### src/hdl/smt_pkg.sv
package smt_pkg;
	localparam int ENTRIES = 32;
	localparam int IDX_W = 5;
	localparam int MAC_W = 48;
	localparam int GRP_ID_W = 7;
	localparam int PORTS = 5;

	// Wishbone byte offsets
	localparam logic [7:0] ADR_CTRL = 8'h00;
	localparam logic [7:0] ADR_TRIG = 8'h04;
	localparam logic [7:0] ADR_DATA_HI = 8'h08;
	localparam logic [7:0] ADR_DATA_LO = 8'h0C;
	localparam logic [7:0] ADR_STATUS = 8'h10;

	// Control and trigger register fields
	localparam int CTRL_IDX_LSB = 0;
	localparam int CTRL_RDSEL_BIT = 8;
	localparam int TRIG_GO_BIT = 0;
	// Status register fields
	localparam int STAT_IDX_LSB = 0;
	localparam int STAT_HIT_BIT = 8;

	// Entry layout, shared positions
	localparam int MAC_LSB = 0;
	localparam int PORTS_LSB = 48;
	localparam int VLD_BIT = 53;
	localparam int OVR_BIT = 54;
	// Read-back layout
	localparam int RD_RSV_BIT = 55;
	localparam int RD_USE_BIT = 56;
	localparam int RD_GRP_LSB = 57;
	// Write layout
	localparam int WR_USE_BIT = 55;
	localparam int WR_GRP_LSB = 56;

	localparam logic [31:0] RST_WORD = 32'h0000_0000;

	typedef enum logic {
		BUS_IDLE = 1'b0,
		BUS_ACK = 1'b1
	} smt_bus_e;

	function automatic logic [31:0] sel_merge(input logic [31:0] old_w,
		input logic [31:0] new_w, input logic [3:0] sel);
		logic [31:0] r;
		r = old_w;
		for (int i = 0; i < 4; i++) begin
			if (sel[i]) begin
				r[8*i +: 8] = new_w[8*i +: 8];
			end
		end
		return r;
	endfunction

	// Reserved bit 55 reads as zero
	function automatic logic [63:0] pack_rd(input logic [GRP_ID_W-1:0] grp_id,
		input logic use_f, input logic ovr, input logic vld,
		input logic [PORTS-1:0] ports, input logic [MAC_W-1:0] mac);
		return {grp_id, use_f, 1'b0, ovr, vld, ports, mac};
	endfunction
endpackage

### src/hdl/smt_top.sv
// Chosen here: the Wishbone interface to the registers and the address map.
`timescale 1ns/1ps
// What this block does
// - A destination look-up consults both the static table and the dynamic result.
// - A source look-up uses only the dynamic result and never the static table.
// - When both tables match a destination, the static result is forwarded.
// - Only the management master reaches the table entries; look-ups only read them.
// - Entries never age or vanish by themselves; only a management write changes them.
// - Read-back holds filter group id at 63-57, zero at 55 and MAC at 47-0.
// - With the match-enable bit set an entry matches on group id plus MAC, else MAC only.
// - Only entries whose valid bit is set yield a look-up result.
// - The five-bit mask is one bit per port, and all ones excludes the ingress port.
// - Read-back and write use different bit layouts for the entry data.
// - The table holds 32 entries, each chosen by index through indirect access.
module smt_top #(
	parameter int ENTRIES = smt_pkg::ENTRIES
) (
	input wire logic CLK_SYS,
	input wire logic RST_B,
	input wire logic CYC_I,
	input wire logic STB_I,
	input wire logic WE_I,
	input wire logic [7:0] ADR_I,
	input wire logic [3:0] SEL_I,
	input wire logic [31:0] DAT_I,
	output logic [31:0] DAT_O,
	output logic ACK_O,
	input wire logic LK_REQ,
	input wire logic LK_SA,
	input wire logic [smt_pkg::MAC_W-1:0] LK_MAC,
	input wire logic [smt_pkg::GRP_ID_W-1:0] LK_GRP,
	input wire logic [smt_pkg::PORTS-1:0] LK_IN_PORT,
	input wire logic DYN_HIT,
	input wire logic [smt_pkg::PORTS-1:0] DYN_PORTS,
	output logic FWD_VALID,
	output logic FWD_HIT,
	output logic FWD_STATIC,
	output logic FWD_OVERRIDE,
	output logic [smt_pkg::PORTS-1:0] FWD_PORTS
);
	localparam int MW = smt_pkg::MAC_W;
	localparam int FW = smt_pkg::GRP_ID_W;
	localparam int PW = smt_pkg::PORTS;
	localparam int IW = smt_pkg::IDX_W;

	if (ENTRIES < 1 || ENTRIES > (1 << IW)) begin : g_chk
		$error("ENTRIES must lie between 1 and 32");
	end

	// Bus slave
	smt_pkg::smt_bus_e bus_q, bus_d;
	logic [31:0] dat_q, dat_d;
	logic req, wr;

	// Indirect access registers
	logic [IW-1:0] idx_q, idx_d;
	logic rdsel_q, rdsel_d;
	logic [63:0] data_q, data_d;
	logic trig, trig_rd, trig_wr, idx_ok;

	// Table storage
	logic [ENTRIES-1:0][MW-1:0] mac_q, mac_d;
	logic [ENTRIES-1:0][FW-1:0] grp_q, grp_d;
	logic [ENTRIES-1:0] use_q, use_d;
	logic [ENTRIES-1:0] ovr_q, ovr_d;
	logic [ENTRIES-1:0] vld_q, vld_d;
	logic [ENTRIES-1:0][PW-1:0] ports_q, ports_d;

	// Look-up result
	logic st_hit;
	logic [IW-1:0] st_idx;
	logic [PW-1:0] hit_ports;
	logic fv_q, fv_d, fh_q, fh_d, fs_q, fs_d, fo_q, fo_d;
	logic [PW-1:0] fp_q, fp_d;
	logic [IW-1:0] last_idx_q, last_idx_d;
	logic last_hit_q, last_hit_d;

	assign req = CYC_I & STB_I;
	// Write lands on the edge where the master sees ack
	assign wr = req & WE_I & (bus_q == smt_pkg::BUS_ACK);
	assign idx_ok = 32'(idx_q) < ENTRIES;

	always_comb begin
		bus_d = smt_pkg::BUS_IDLE;
		dat_d = dat_q;
		if (req && bus_q == smt_pkg::BUS_IDLE) begin
			bus_d = smt_pkg::BUS_ACK;
			dat_d = smt_pkg::RST_WORD;
			if (ADR_I == smt_pkg::ADR_CTRL) begin
				dat_d[smt_pkg::CTRL_IDX_LSB +: IW] = idx_q;
				dat_d[smt_pkg::CTRL_RDSEL_BIT] = rdsel_q;
			end else if (ADR_I == smt_pkg::ADR_DATA_HI) begin
				dat_d = data_q[63:32];
			end else if (ADR_I == smt_pkg::ADR_DATA_LO) begin
				dat_d = data_q[31:0];
			end else if (ADR_I == smt_pkg::ADR_STATUS) begin
				dat_d[smt_pkg::STAT_IDX_LSB +: IW] = last_idx_q;
				dat_d[smt_pkg::STAT_HIT_BIT] = last_hit_q;
			end
		end
	end

	always_ff @(posedge CLK_SYS or negedge RST_B) begin
		if (!RST_B) begin
			bus_q <= smt_pkg::BUS_IDLE;
			dat_q <= smt_pkg::RST_WORD;
		end else begin
			bus_q <= bus_d;
			dat_q <= dat_d;
		end
	end

	assign ACK_O = (bus_q == smt_pkg::BUS_ACK);
	assign DAT_O = dat_q;

	// Indirect access: index, select, data window, trigger
	always_comb begin
		logic [31:0] cw;
		cw = smt_pkg::RST_WORD;
		idx_d = idx_q;
		rdsel_d = rdsel_q;
		data_d = data_q;
		trig = 1'b0;
		if (wr) begin
			if (ADR_I == smt_pkg::ADR_CTRL) begin
				cw[smt_pkg::CTRL_IDX_LSB +: IW] = idx_q;
				cw[smt_pkg::CTRL_RDSEL_BIT] = rdsel_q;
				cw = smt_pkg::sel_merge(cw, DAT_I, SEL_I);
				idx_d = cw[smt_pkg::CTRL_IDX_LSB +: IW];
				rdsel_d = cw[smt_pkg::CTRL_RDSEL_BIT];
			end else if (ADR_I == smt_pkg::ADR_TRIG) begin
				trig = SEL_I[0] & DAT_I[smt_pkg::TRIG_GO_BIT];
			end else if (ADR_I == smt_pkg::ADR_DATA_HI) begin
				data_d[63:32] = smt_pkg::sel_merge(data_q[63:32], DAT_I, SEL_I);
			end else if (ADR_I == smt_pkg::ADR_DATA_LO) begin
				data_d[31:0] = smt_pkg::sel_merge(data_q[31:0], DAT_I, SEL_I);
			end
		end
		if (trig && rdsel_q) begin
			data_d = '0;
			if (idx_ok) begin
				data_d = smt_pkg::pack_rd(grp_q[idx_q], use_q[idx_q], ovr_q[idx_q],
					vld_q[idx_q], ports_q[idx_q], mac_q[idx_q]);
			end
		end
	end

	assign trig_rd = trig & rdsel_q;
	assign trig_wr = trig & ~rdsel_q;

	always_ff @(posedge CLK_SYS or negedge RST_B) begin
		if (!RST_B) begin
			idx_q <= '0;
			rdsel_q <= 1'b0;
			data_q <= '0;
		end else begin
			idx_q <= idx_d;
			rdsel_q <= rdsel_d;
			data_q <= data_d;
		end
	end

	// Entries change only on a management write trigger; nothing ages them
	always_comb begin
		mac_d = mac_q;
		grp_d = grp_q;
		use_d = use_q;
		ovr_d = ovr_q;
		vld_d = vld_q;
		ports_d = ports_q;
		if (trig_wr && idx_ok) begin
			mac_d[idx_q] = data_q[smt_pkg::MAC_LSB +: MW];
			grp_d[idx_q] = data_q[smt_pkg::WR_GRP_LSB +: FW];
			use_d[idx_q] = data_q[smt_pkg::WR_USE_BIT];
			ovr_d[idx_q] = data_q[smt_pkg::OVR_BIT];
			vld_d[idx_q] = data_q[smt_pkg::VLD_BIT];
			ports_d[idx_q] = data_q[smt_pkg::PORTS_LSB +: PW];
		end
	end

	always_ff @(posedge CLK_SYS or negedge RST_B) begin
		if (!RST_B) begin
			mac_q <= '0;
			grp_q <= '0;
			use_q <= '0;
			ovr_q <= '0;
			vld_q <= '0;
			ports_q <= '0;
		end else begin
			mac_q <= mac_d;
			grp_q <= grp_d;
			use_q <= use_d;
			ovr_q <= ovr_d;
			vld_q <= vld_d;
			ports_q <= ports_d;
		end
	end

	smt_match #(
		.N(ENTRIES)
	) smt_match_inst (
		.mac(mac_q),
		.grp_id(grp_q),
		.grp_en(use_q),
		.vld(vld_q),
		.key_mac(LK_MAC),
		.key_grp(LK_GRP),
		.hit(st_hit),
		.idx(st_idx)
	);

	assign hit_ports = ports_q[st_idx];

	// Look-up answer one cycle after the request
	always_comb begin
		fv_d = LK_REQ;
		fh_d = DYN_HIT;
		fs_d = 1'b0;
		fo_d = 1'b0;
		fp_d = DYN_PORTS;
		last_idx_d = last_idx_q;
		last_hit_d = last_hit_q;
		if (!LK_REQ) begin
			fh_d = 1'b0;
			fp_d = '0;
		end else if (!LK_SA) begin
			last_hit_d = st_hit;
			if (st_hit) begin
				last_idx_d = st_idx;
				fh_d = 1'b1;
				fs_d = 1'b1;
				fo_d = ovr_q[st_idx];
				fp_d = hit_ports;
				if (&hit_ports) begin
					fp_d = hit_ports & ~LK_IN_PORT;
				end
			end
		end
	end

	always_ff @(posedge CLK_SYS or negedge RST_B) begin
		if (!RST_B) begin
			fv_q <= 1'b0;
			fh_q <= 1'b0;
			fs_q <= 1'b0;
			fo_q <= 1'b0;
			fp_q <= '0;
			last_idx_q <= '0;
			last_hit_q <= 1'b0;
		end else begin
			fv_q <= fv_d;
			fh_q <= fh_d;
			fs_q <= fs_d;
			fo_q <= fo_d;
			fp_q <= fp_d;
			last_idx_q <= last_idx_d;
			last_hit_q <= last_hit_d;
		end
	end

	assign FWD_VALID = fv_q;
	assign FWD_HIT = fh_q;
	assign FWD_STATIC = fs_q;
	assign FWD_OVERRIDE = fo_q;
	assign FWD_PORTS = fp_q;
endmodule

### src/hdl/smt_match.sv
`timescale 1ns/1ps
module smt_match #(
	parameter int N = smt_pkg::ENTRIES
) (
	input wire logic [N-1:0][smt_pkg::MAC_W-1:0] mac,
	input wire logic [N-1:0][smt_pkg::GRP_ID_W-1:0] grp_id,
	input wire logic [N-1:0] grp_en,
	input wire logic [N-1:0] vld,
	input wire logic [smt_pkg::MAC_W-1:0] key_mac,
	input wire logic [smt_pkg::GRP_ID_W-1:0] key_grp,
	output logic hit,
	output logic [smt_pkg::IDX_W-1:0] idx
);
	// Lowest index wins when several entries match
	always_comb begin
		hit = 1'b0;
		idx = '0;
		for (int i = N - 1; i >= 0; i--) begin
			if (vld[i] && mac[i] == key_mac && (!grp_en[i] || grp_id[i] == key_grp)) begin
				hit = 1'b1;
				idx = smt_pkg::IDX_W'(i);
			end
		end
	end
endmodule

### config.mk
export PLATFORM = sky130hd
export DESIGN_NAME = smt_top
export DESIGN_NICKNAME = d
export VERILOG_FILES = /design/src/hdl/smt_pkg.sv /design/src/hdl/smt_top.sv /design/src/hdl/smt_match.sv
export SDC_FILE = /design/constraint.sdc
export NUM_CORES = 2
export LEC_CHECK = 0
export BUFFER_PORTS_ARGS = -buffer_cell sky130_fd_sc_hd__clkbuf_2
export CELL_PAD_IN_SITES_DETAIL_PLACEMENT = 1
export CELL_PAD_IN_SITES_GLOBAL_PLACEMENT = 2
export CORE_MARGIN = 2
export CORE_UTILIZATION = 47
export CTS_BUF_LIST = sky130_fd_sc_hd__clkbuf_16
export CTS_CLUSTER_SIZE = 16
export DETAILED_ROUTE_END_ITERATION = 8
export PLACE_DENSITY = 0.9
export SLEW_MARGIN = 5
export SYNTH_ARGS = -nofsm -noshare
export SYNTH_HDL_FRONTEND = slang
export SYNTH_SLANG_ARGS = --single-unit
export TNS_END_PERCENT = 30
### constraint.sdc
create_clock -name CLK_SYS -period 8.72 [get_ports CLK_SYS]
set_input_delay 1.744 -clock CLK_SYS [delete_from_list [all_inputs] [get_ports CLK_SYS]]
set_output_delay 1.744 -clock CLK_SYS [all_outputs]
set_load 0.01 [all_outputs]
# Yosys cells after proc, flatten, opt, wreduce, memory -nomap -nowiden

Index checks and enable logic that the tools add are counted.

Magnitude comparators: 3
Equal/unequal tests: 71
Multiplexer cells: 133
Bitwise logic cells: 10
Reductions and logical operators: 152

Operator list:

| cell                                       | count |
|---|---|
| 1536-bit bitwise mux                       | 1 |
| 48-bit == test                             | 32 |
| 64-bit two-way mux                         | 4 |
| 48-bit binary-select mux with 5-bit select | 1 |
| 48-bit demux with 5-bit select             | 1 |
| 224-bit bitwise mux                        | 1 |
| 7-bit == test                              | 32 |
| 5-bit two-way mux                          | 42 |
| 160-bit bitwise mux                        | 1 |
| 32-bit two-way mux                         | 4 |
| 32-bit bitwise mux                         | 3 |
| 48-bit two-way mux                         | 2 |
| 1-bit logical AND                          | 67 |
| 1-bit two-way mux                          | 53 |
| 5-bit binary-select mux with 5-bit select  | 2 |
| 23-bit two-way mux                         | 2 |
| 7-bit binary-select mux with 5-bit select  | 1 |
| 7-bit demux with 5-bit select              | 1 |
| 1-bit zero test                            | 32 |
| 1-bit logical OR                           | 32 |
| 8-bit two-way mux                          | 4 |
| 5-bit demux with 5-bit select              | 1 |
| 5-bit AND reduction                        | 5 |
| 6-bit AND reduction                        | 4 |
| other kinds (18)                           | 41 |

Bits in registers: 2,134
Output and inout bits: 42
Logic and storage cells: 487

# Depth between registers and ports, before layout

Depth after elaboration: 42
Depth in mapped cells: 23
Gate-level depth less buffers: 16

# Hierarchy

A second synthesis with hierarchy kept.

Cell total of the unflattened synthesis: 8,734
Area, all modules: 118,381.0 um2

Modules (own cells, without submodules):

| module    | times used | cells an instance | area each (um2) | sequential area each (um2) |
|---|---|---|---|---|
| smt_top   | 1          | 6,010             | 97,078.1        | 53,401.2 |
| smt_match | 1          | 2,724             | 21,302.9        | 0.0 |

# Worst setup path after synthesis

Ideal clock, no wire load.

Kind: input-to-reg
Start point: input port LK_MAC[32] (netlist bit)
End point: register fp_q[4] (netlist: FWD_PORTS[4])
Data arrival time: 5,601 ps
Data required time: 8,643 ps
Path slack: 3,041 ps
Cell stages on the path: 20
Path buffers: 4
Cell sequence: buf_2 > buf_2 > buf_2 > xnor2_1 > nand4_1 > nor4_1 > nand3_1 > nor4_2 > nor4_1 > and2_1 > a311oi_2 > buf_4 > mux2i_1 > mux2i_1 > mux2i_1 > mux2i_1 > mux2_2 > and2_0 > a311o_1 > a21oi_1

Cells in the longest elaborated chain, start to end: 42
Elaborated cells between the ends (all ways): 168
Classes of those cells: 32 x eq/ne; 70 x mux; 1 x bitwise; 65 x reduce/logical

Ends and longest elaborated chain:

| element                                                         | RTL line                       | RTL |
|---|---|---|
| start, declared                                                 | smt_top.sv:30                  | `input wire logic [smt_pkg::MAC_W-1:0] LK_MAC,` |
| 48-bit == test                                                  | smt_match.sv:19                | `if (vld[i] && mac[i] == key_mac && (!grp_en[i] \|\| grp_id[i] == key_grp)) begin` |
| 1-bit logical AND (2 in series)                                 | smt_match.sv:19                |  |
| 5-bit two-way mux (32 in series)                                | smt_match.sv:19                |  |
| 5-bit binary-select mux with 5-bit select                       | smt_top.sv:212                 | `assign hit_ports = ports_q[st_idx];` |
| 5-bit two-way mux (implied by the code)                         | smt_top.sv:212                 |  |
| 5-bit AND reduction / 5-bit bitwise AND (equally long branches) | smt_top.sv:234, smt_top.sv:235 |  |
| 5-bit two-way mux                                               | smt_top.sv:234                 | `if (&hit_ports) begin` |
| 5-bit two-way mux *                                             | smt_top.sv:228                 | `if (st_hit) begin` |
| 5-bit two-way mux *                                             | smt_top.sv:226                 | `end else if (!LK_SA) begin` |
| 5-bit two-way mux *                                             | smt_top.sv:223                 | `if (!LK_REQ) begin` |
| via fp_d[4]                                                     | smt_top.sv:74                  | `logic [PW-1:0] fp_q, fp_d;` |
| end signal, assigned                                            | smt_top.sv:255                 | `fp_q <= fp_d;` |
| end, declared                                                   | smt_top.sv:74                  |  |

The timed path passes the listed nets; every way through them passes the cells marked *. The select of a mux whose other input is x is not followed.
A chain may end at the register's enable or synchronous reset.

# Worst setup path in the final report

Start point: input port LK_GRP[2] (netlist bit)
End point: register fp_q[0] (netlist: FWD_PORTS[0])

Cells in the longest elaborated chain, start to end: 42
Elaborated cells between the ends (all ways): 168
Classes of those cells: 32 x eq/ne; 70 x mux; 1 x bitwise; 65 x reduce/logical

Ends and longest elaborated chain:

| element                                                         | RTL line                       | RTL |
|---|---|---|
| start, declared                                                 | smt_top.sv:31                  | `input wire logic [smt_pkg::GRP_ID_W-1:0] LK_GRP,` |
| 7-bit == test                                                   | smt_match.sv:19                |  |
| 1-bit logical OR                                                | smt_match.sv:19                |  |
| 1-bit logical AND                                               | smt_match.sv:19                |  |
| 5-bit two-way mux (32 in series)                                | smt_match.sv:19                |  |
| 5-bit binary-select mux with 5-bit select                       | smt_top.sv:212                 |  |
| 5-bit two-way mux (implied by the code)                         | smt_top.sv:212                 |  |
| 5-bit AND reduction / 5-bit bitwise AND (equally long branches) | smt_top.sv:234, smt_top.sv:235 |  |
| 5-bit two-way mux                                               | smt_top.sv:234                 |  |
| 5-bit two-way mux *                                             | smt_top.sv:228                 |  |
| 5-bit two-way mux *                                             | smt_top.sv:226                 |  |
| 5-bit two-way mux *                                             | smt_top.sv:223                 |  |
| via fp_d[0]                                                     | smt_top.sv:74                  |  |

Marks and branches as above.

==> impl_results.md <==
- Status: finished with violations
- Failing checks: capacitance limit, slew limit
- GR Overflow Total: 0
- CTS tree: built
- Nets: between 9000 and 10000
- I/O pin count: between 150 and 200
- Layout area overhead: 12.2%
- Worst flop-to-flop path startpoint: grp_q[210]$_DFFE_PN0P_
- Yosys warning count: 0
- CP Class: in2reg
- Max-Cap Viols: 1
- Worst-Skew Late Latency: a little under 1 ns
- Fill count: 24500
- Core Region: around 0.25 mm^2
- Vias in the first global route: slightly above 90000
- Die height: between 500 and 600 um
- Synth area leaders: dfrtp_1, mux2_2, mux4_2, xnor2_1, xor2_1
- Min-delay src: DAT_O[14]$_DFFE_PN0P_
- Setup TNS: 0 ns
- Layout cells sized above 1: 38.7%
- # DRC: 0
- Clock transition at path regs: ~0.06 ns
- F_max: approximately 0.13 GHz
- Register area share after synthesis: a little under half
- FF-to-FF End: FWD_PORTS[0]$_DFF_PN0_
- Slowest cell on crit path: nand4_1
- Via/cell ratio: roughly 7.4
- Clock tree buffer depth: 3
- Post-Syn Area per Cell: ~13 um^2
- Routability cong.: about 1.1
- Setup Skew: approximately 0.077 ns
- Yosys top cell area share: a little under half
- Drt pass-1 iters: 8
- Final Max Slew Viols: 19
- Routed Antenna Nets: 0
- PortBufs: ~160
- Mapped Nets: approximately 9200
- Power density over cell area: 163 mW/mm^2
- DP HPWL: roughly 500000 um
- First-pass GRT wire length: ~910000 um
- Largest net degree at the start of global routing: 171
- DR WL/cell: 54.1 um
- CP endpoint kind: flip-flop
- Number of flops mapped to enable cells by yosys: 0
- R2R depth: 18
- Period minus WS final: 7.98 ns
- Final setup vio count: 0
- Die Span X: 506 um
- VDD IR max: 0.248 mV
- Root Driver: clkbuf_16
- Crit share post-route: roughly nine tenths
- Worst R2R Setup Slack: 1.64 ns
- Hold Path Sink: DAT_O[14]$_DFFE_PN0P_
- Worst-path cell chain: clkbuf_2, xor2_1, nor4_1, nand4_1, a2111oi_1, a211oi_1, o21ai_0, a21oi_1, o221ai_1, a31oi_1, buf_4, o21ai_2, buf_4, nor2_1, a22oi_1, and3_1, and2_1, nand3_1, o311a_1
- #FFs+latches synth: ~2100
- CP arrival: 8.79 ns
- Worst-margin pin slew: between 1.5 and 2 ns
- CTS Buf Count: about 240
- Sink Count: between 2000 and 2500
- Final Hold Vio Count: 0
- Row count: 184
- RSZ-0062 raised after global routing: no
- Synthesized area: between 0.1 and 0.15 mm^2
- Hold path cells: 2
- GRT Total Usage: a little over half
- Worst path required time: approximately 9.5 ns
- Post-CTS setup buffer count: 0
- Total Wirelength: a little under 700000 um
- Slew HR: -3.01%
- Post-Place Cell Area: ~0.12 mm^2
- Initial DRC count: between 10000 and 15000
- Path type of the worst min-delay path: reg2reg
- Leakage dissipation: roughly 59 nW
- Starting Density: between 40% and 50%
- CTS H-tree lvls: 4
- Post-route cell area: around 0.13 mm^2
- Type of origin of the critical path: input port
- CTS resizes: 0
- Unique masters post-synth: 85
- Post-synthesis async set-or-reset flop share: 100%
- Post-Syn Instances: ~9000
- Yosys top cell by area: dfrtp_1
- Synth Flop Type: dfrtp_1
- Max incr delay on CP: approximately 1.1 ns
- Initial antenna violation count: ~120
- Die area: ~0.26 mm^2
- Cell repeated most along the worst path: buf_4
- Count of hold-fix buffers inserted at cts: 0
- Total number of vias: 94500
- Max FO, Critical Path: 18
-- metrics by stage --
stage | hold WS (ns) | util [%] | instances | setup slack, ns | power [W]
3_3_place_gp | 0.462 | 49.7 | 12300 | 0.206 | 0.0115
4_1_cts | 0.479 | 52.8 | 12800 | 1.17 | 0.0216
3_5_place_dp | 0.465 | 49.7 | 12300 | 0.251 | 0.0115
6_report | 0.477 | 52.9 | 12800 | 0.737 | 0.0217
2_1_floorplan | 0.449 | - | 9131 | 3.04 | 0.0107
5_1_grt | 0.517 | 52.8 | 12800 | 0.878 | 0.0220
-- registers in the layout, indices dropped and copies added (netlist names), 32 cells and up --
signal	flops
use_q	32
data_q	64
vld_q	32
ports_q	160
DAT_O	32
ovr_q	32
mac_q	1536
grp_q	224
-- layer usage --
metal,wire (um),global-route usage (%)
met3,83700,18.5
met5,238,0
met1,239000,63.6
met4,82300,50.4
met2,289000,75.8
-- synthesized netlist by cell type (all sizes together) (6+ instances only) --
cell,number
a211oi,6
o221ai,12
o2111ai,27
nand2,216
and3,9
xnor2,1040
dfrtp,2134
inv,89
o22ai,36
o31ai,27
and2,14
a2111oi,10
o2bb2ai,22
mux2,2009
nand4,334
a21oi,25
mux4,518
a31oi,18
nor2,97
a22oi,112
or4,9
nand3,56
nor3,52
mux2i,119
a221oi,85
a22o,96
nand2b,76
buf,275
nor4b,6
nor2b,24
nor4,196
a221o,7
xor2,540
o21ai,189
clkbuf,566
o41ai,22
-- worst max-delay path by stage --
stage	start	endpoint	slack [ns]	cells past startpoint
2_1_floorplan	LK_MAC[32]	FWD_PORTS[4]$_DFF_PN0_	3.04	20
3_3_place_gp	LK_GRP[2]	FWD_PORTS[0]$_DFF_PN0_	0.21	19
3_5_place_dp	LK_GRP[2]	FWD_PORTS[0]$_DFF_PN0_	0.25	19
4_1_cts	LK_GRP[2]	FWD_PORTS[0]$_DFF_PN0_	1.17	19
5_1_grt	LK_GRP[2]	FWD_PORTS[1]$_DFF_PN0_	0.88	20
6_report	LK_GRP[2]	FWD_PORTS[0]$_DFF_PN0_	0.74	19
-- worst max-delay path, delay by kind of cell --
kind	cells	cell delay (ns)
simple gates	6	2.03
xor+xnor	1	0.33
buf+inv	3	0.90
compound gates	9	3.73
-- cells in the final DEF (no fill, tap or decap), drive strengths merged, types with 107 or more instances in the layout --
cell | synthesis | layout
dfrtp | 2134 | 2134
mux2 | 2009 | 2009
xnor2 | 1040 | 1040
xor2 | 540 | 540
buf | 275 | 529
mux4 | 518 | 518
clkbuf | 566 | 386
nand4 | 334 | 334
nand2 | 216 | 216
nor4 | 196 | 196
o21ai | 189 | 189
inv | 89 | 158
mux2i | 119 | 119
a22oi | 112 | 112
clkinv | 1 | 107
-- cell families (layout without fill, tap and decap cells) --
family | Yosys count | after routing | share of synthesized area (%)
muxes | 2646 | 2646 | 30.0
DFF | 2134 | 2134 | 45.1
xor gates and xnor gates | 1580 | 1580 | 11.7
and+or+nand+nor | 1113 | 1113 | 5.18
buffers and inverters | 931 | 1205 | 3.45
AOI/OAI and AO/OA | 727 | 727 | 4.52
other | 0 | 68 | 0
-- final cells by class --
type	instances	area, um^2	area share (%)
well taps	3348	4190	3.16
clock inverters	200	1640	1.23
inverters	90	338	0.255
flip-flops and latches	2134	53500	40.3
repair buffers	674	5540	4.18
multi-input cells	6066	61300	46.2
clock buffers	241	6030	4.54
diodes	68	170	0.128
-- where the power goes --
group / internal (W) / leakage [nW] / switching [W]
clock network: 0.00562 / 3.99 / 0.00465
registers: 0.00990 / 29.7 / 0.00000592
logic: 0.000362 / 24.9 / 0.00115
No activity file was read; power rests on OpenSTA's default activity.
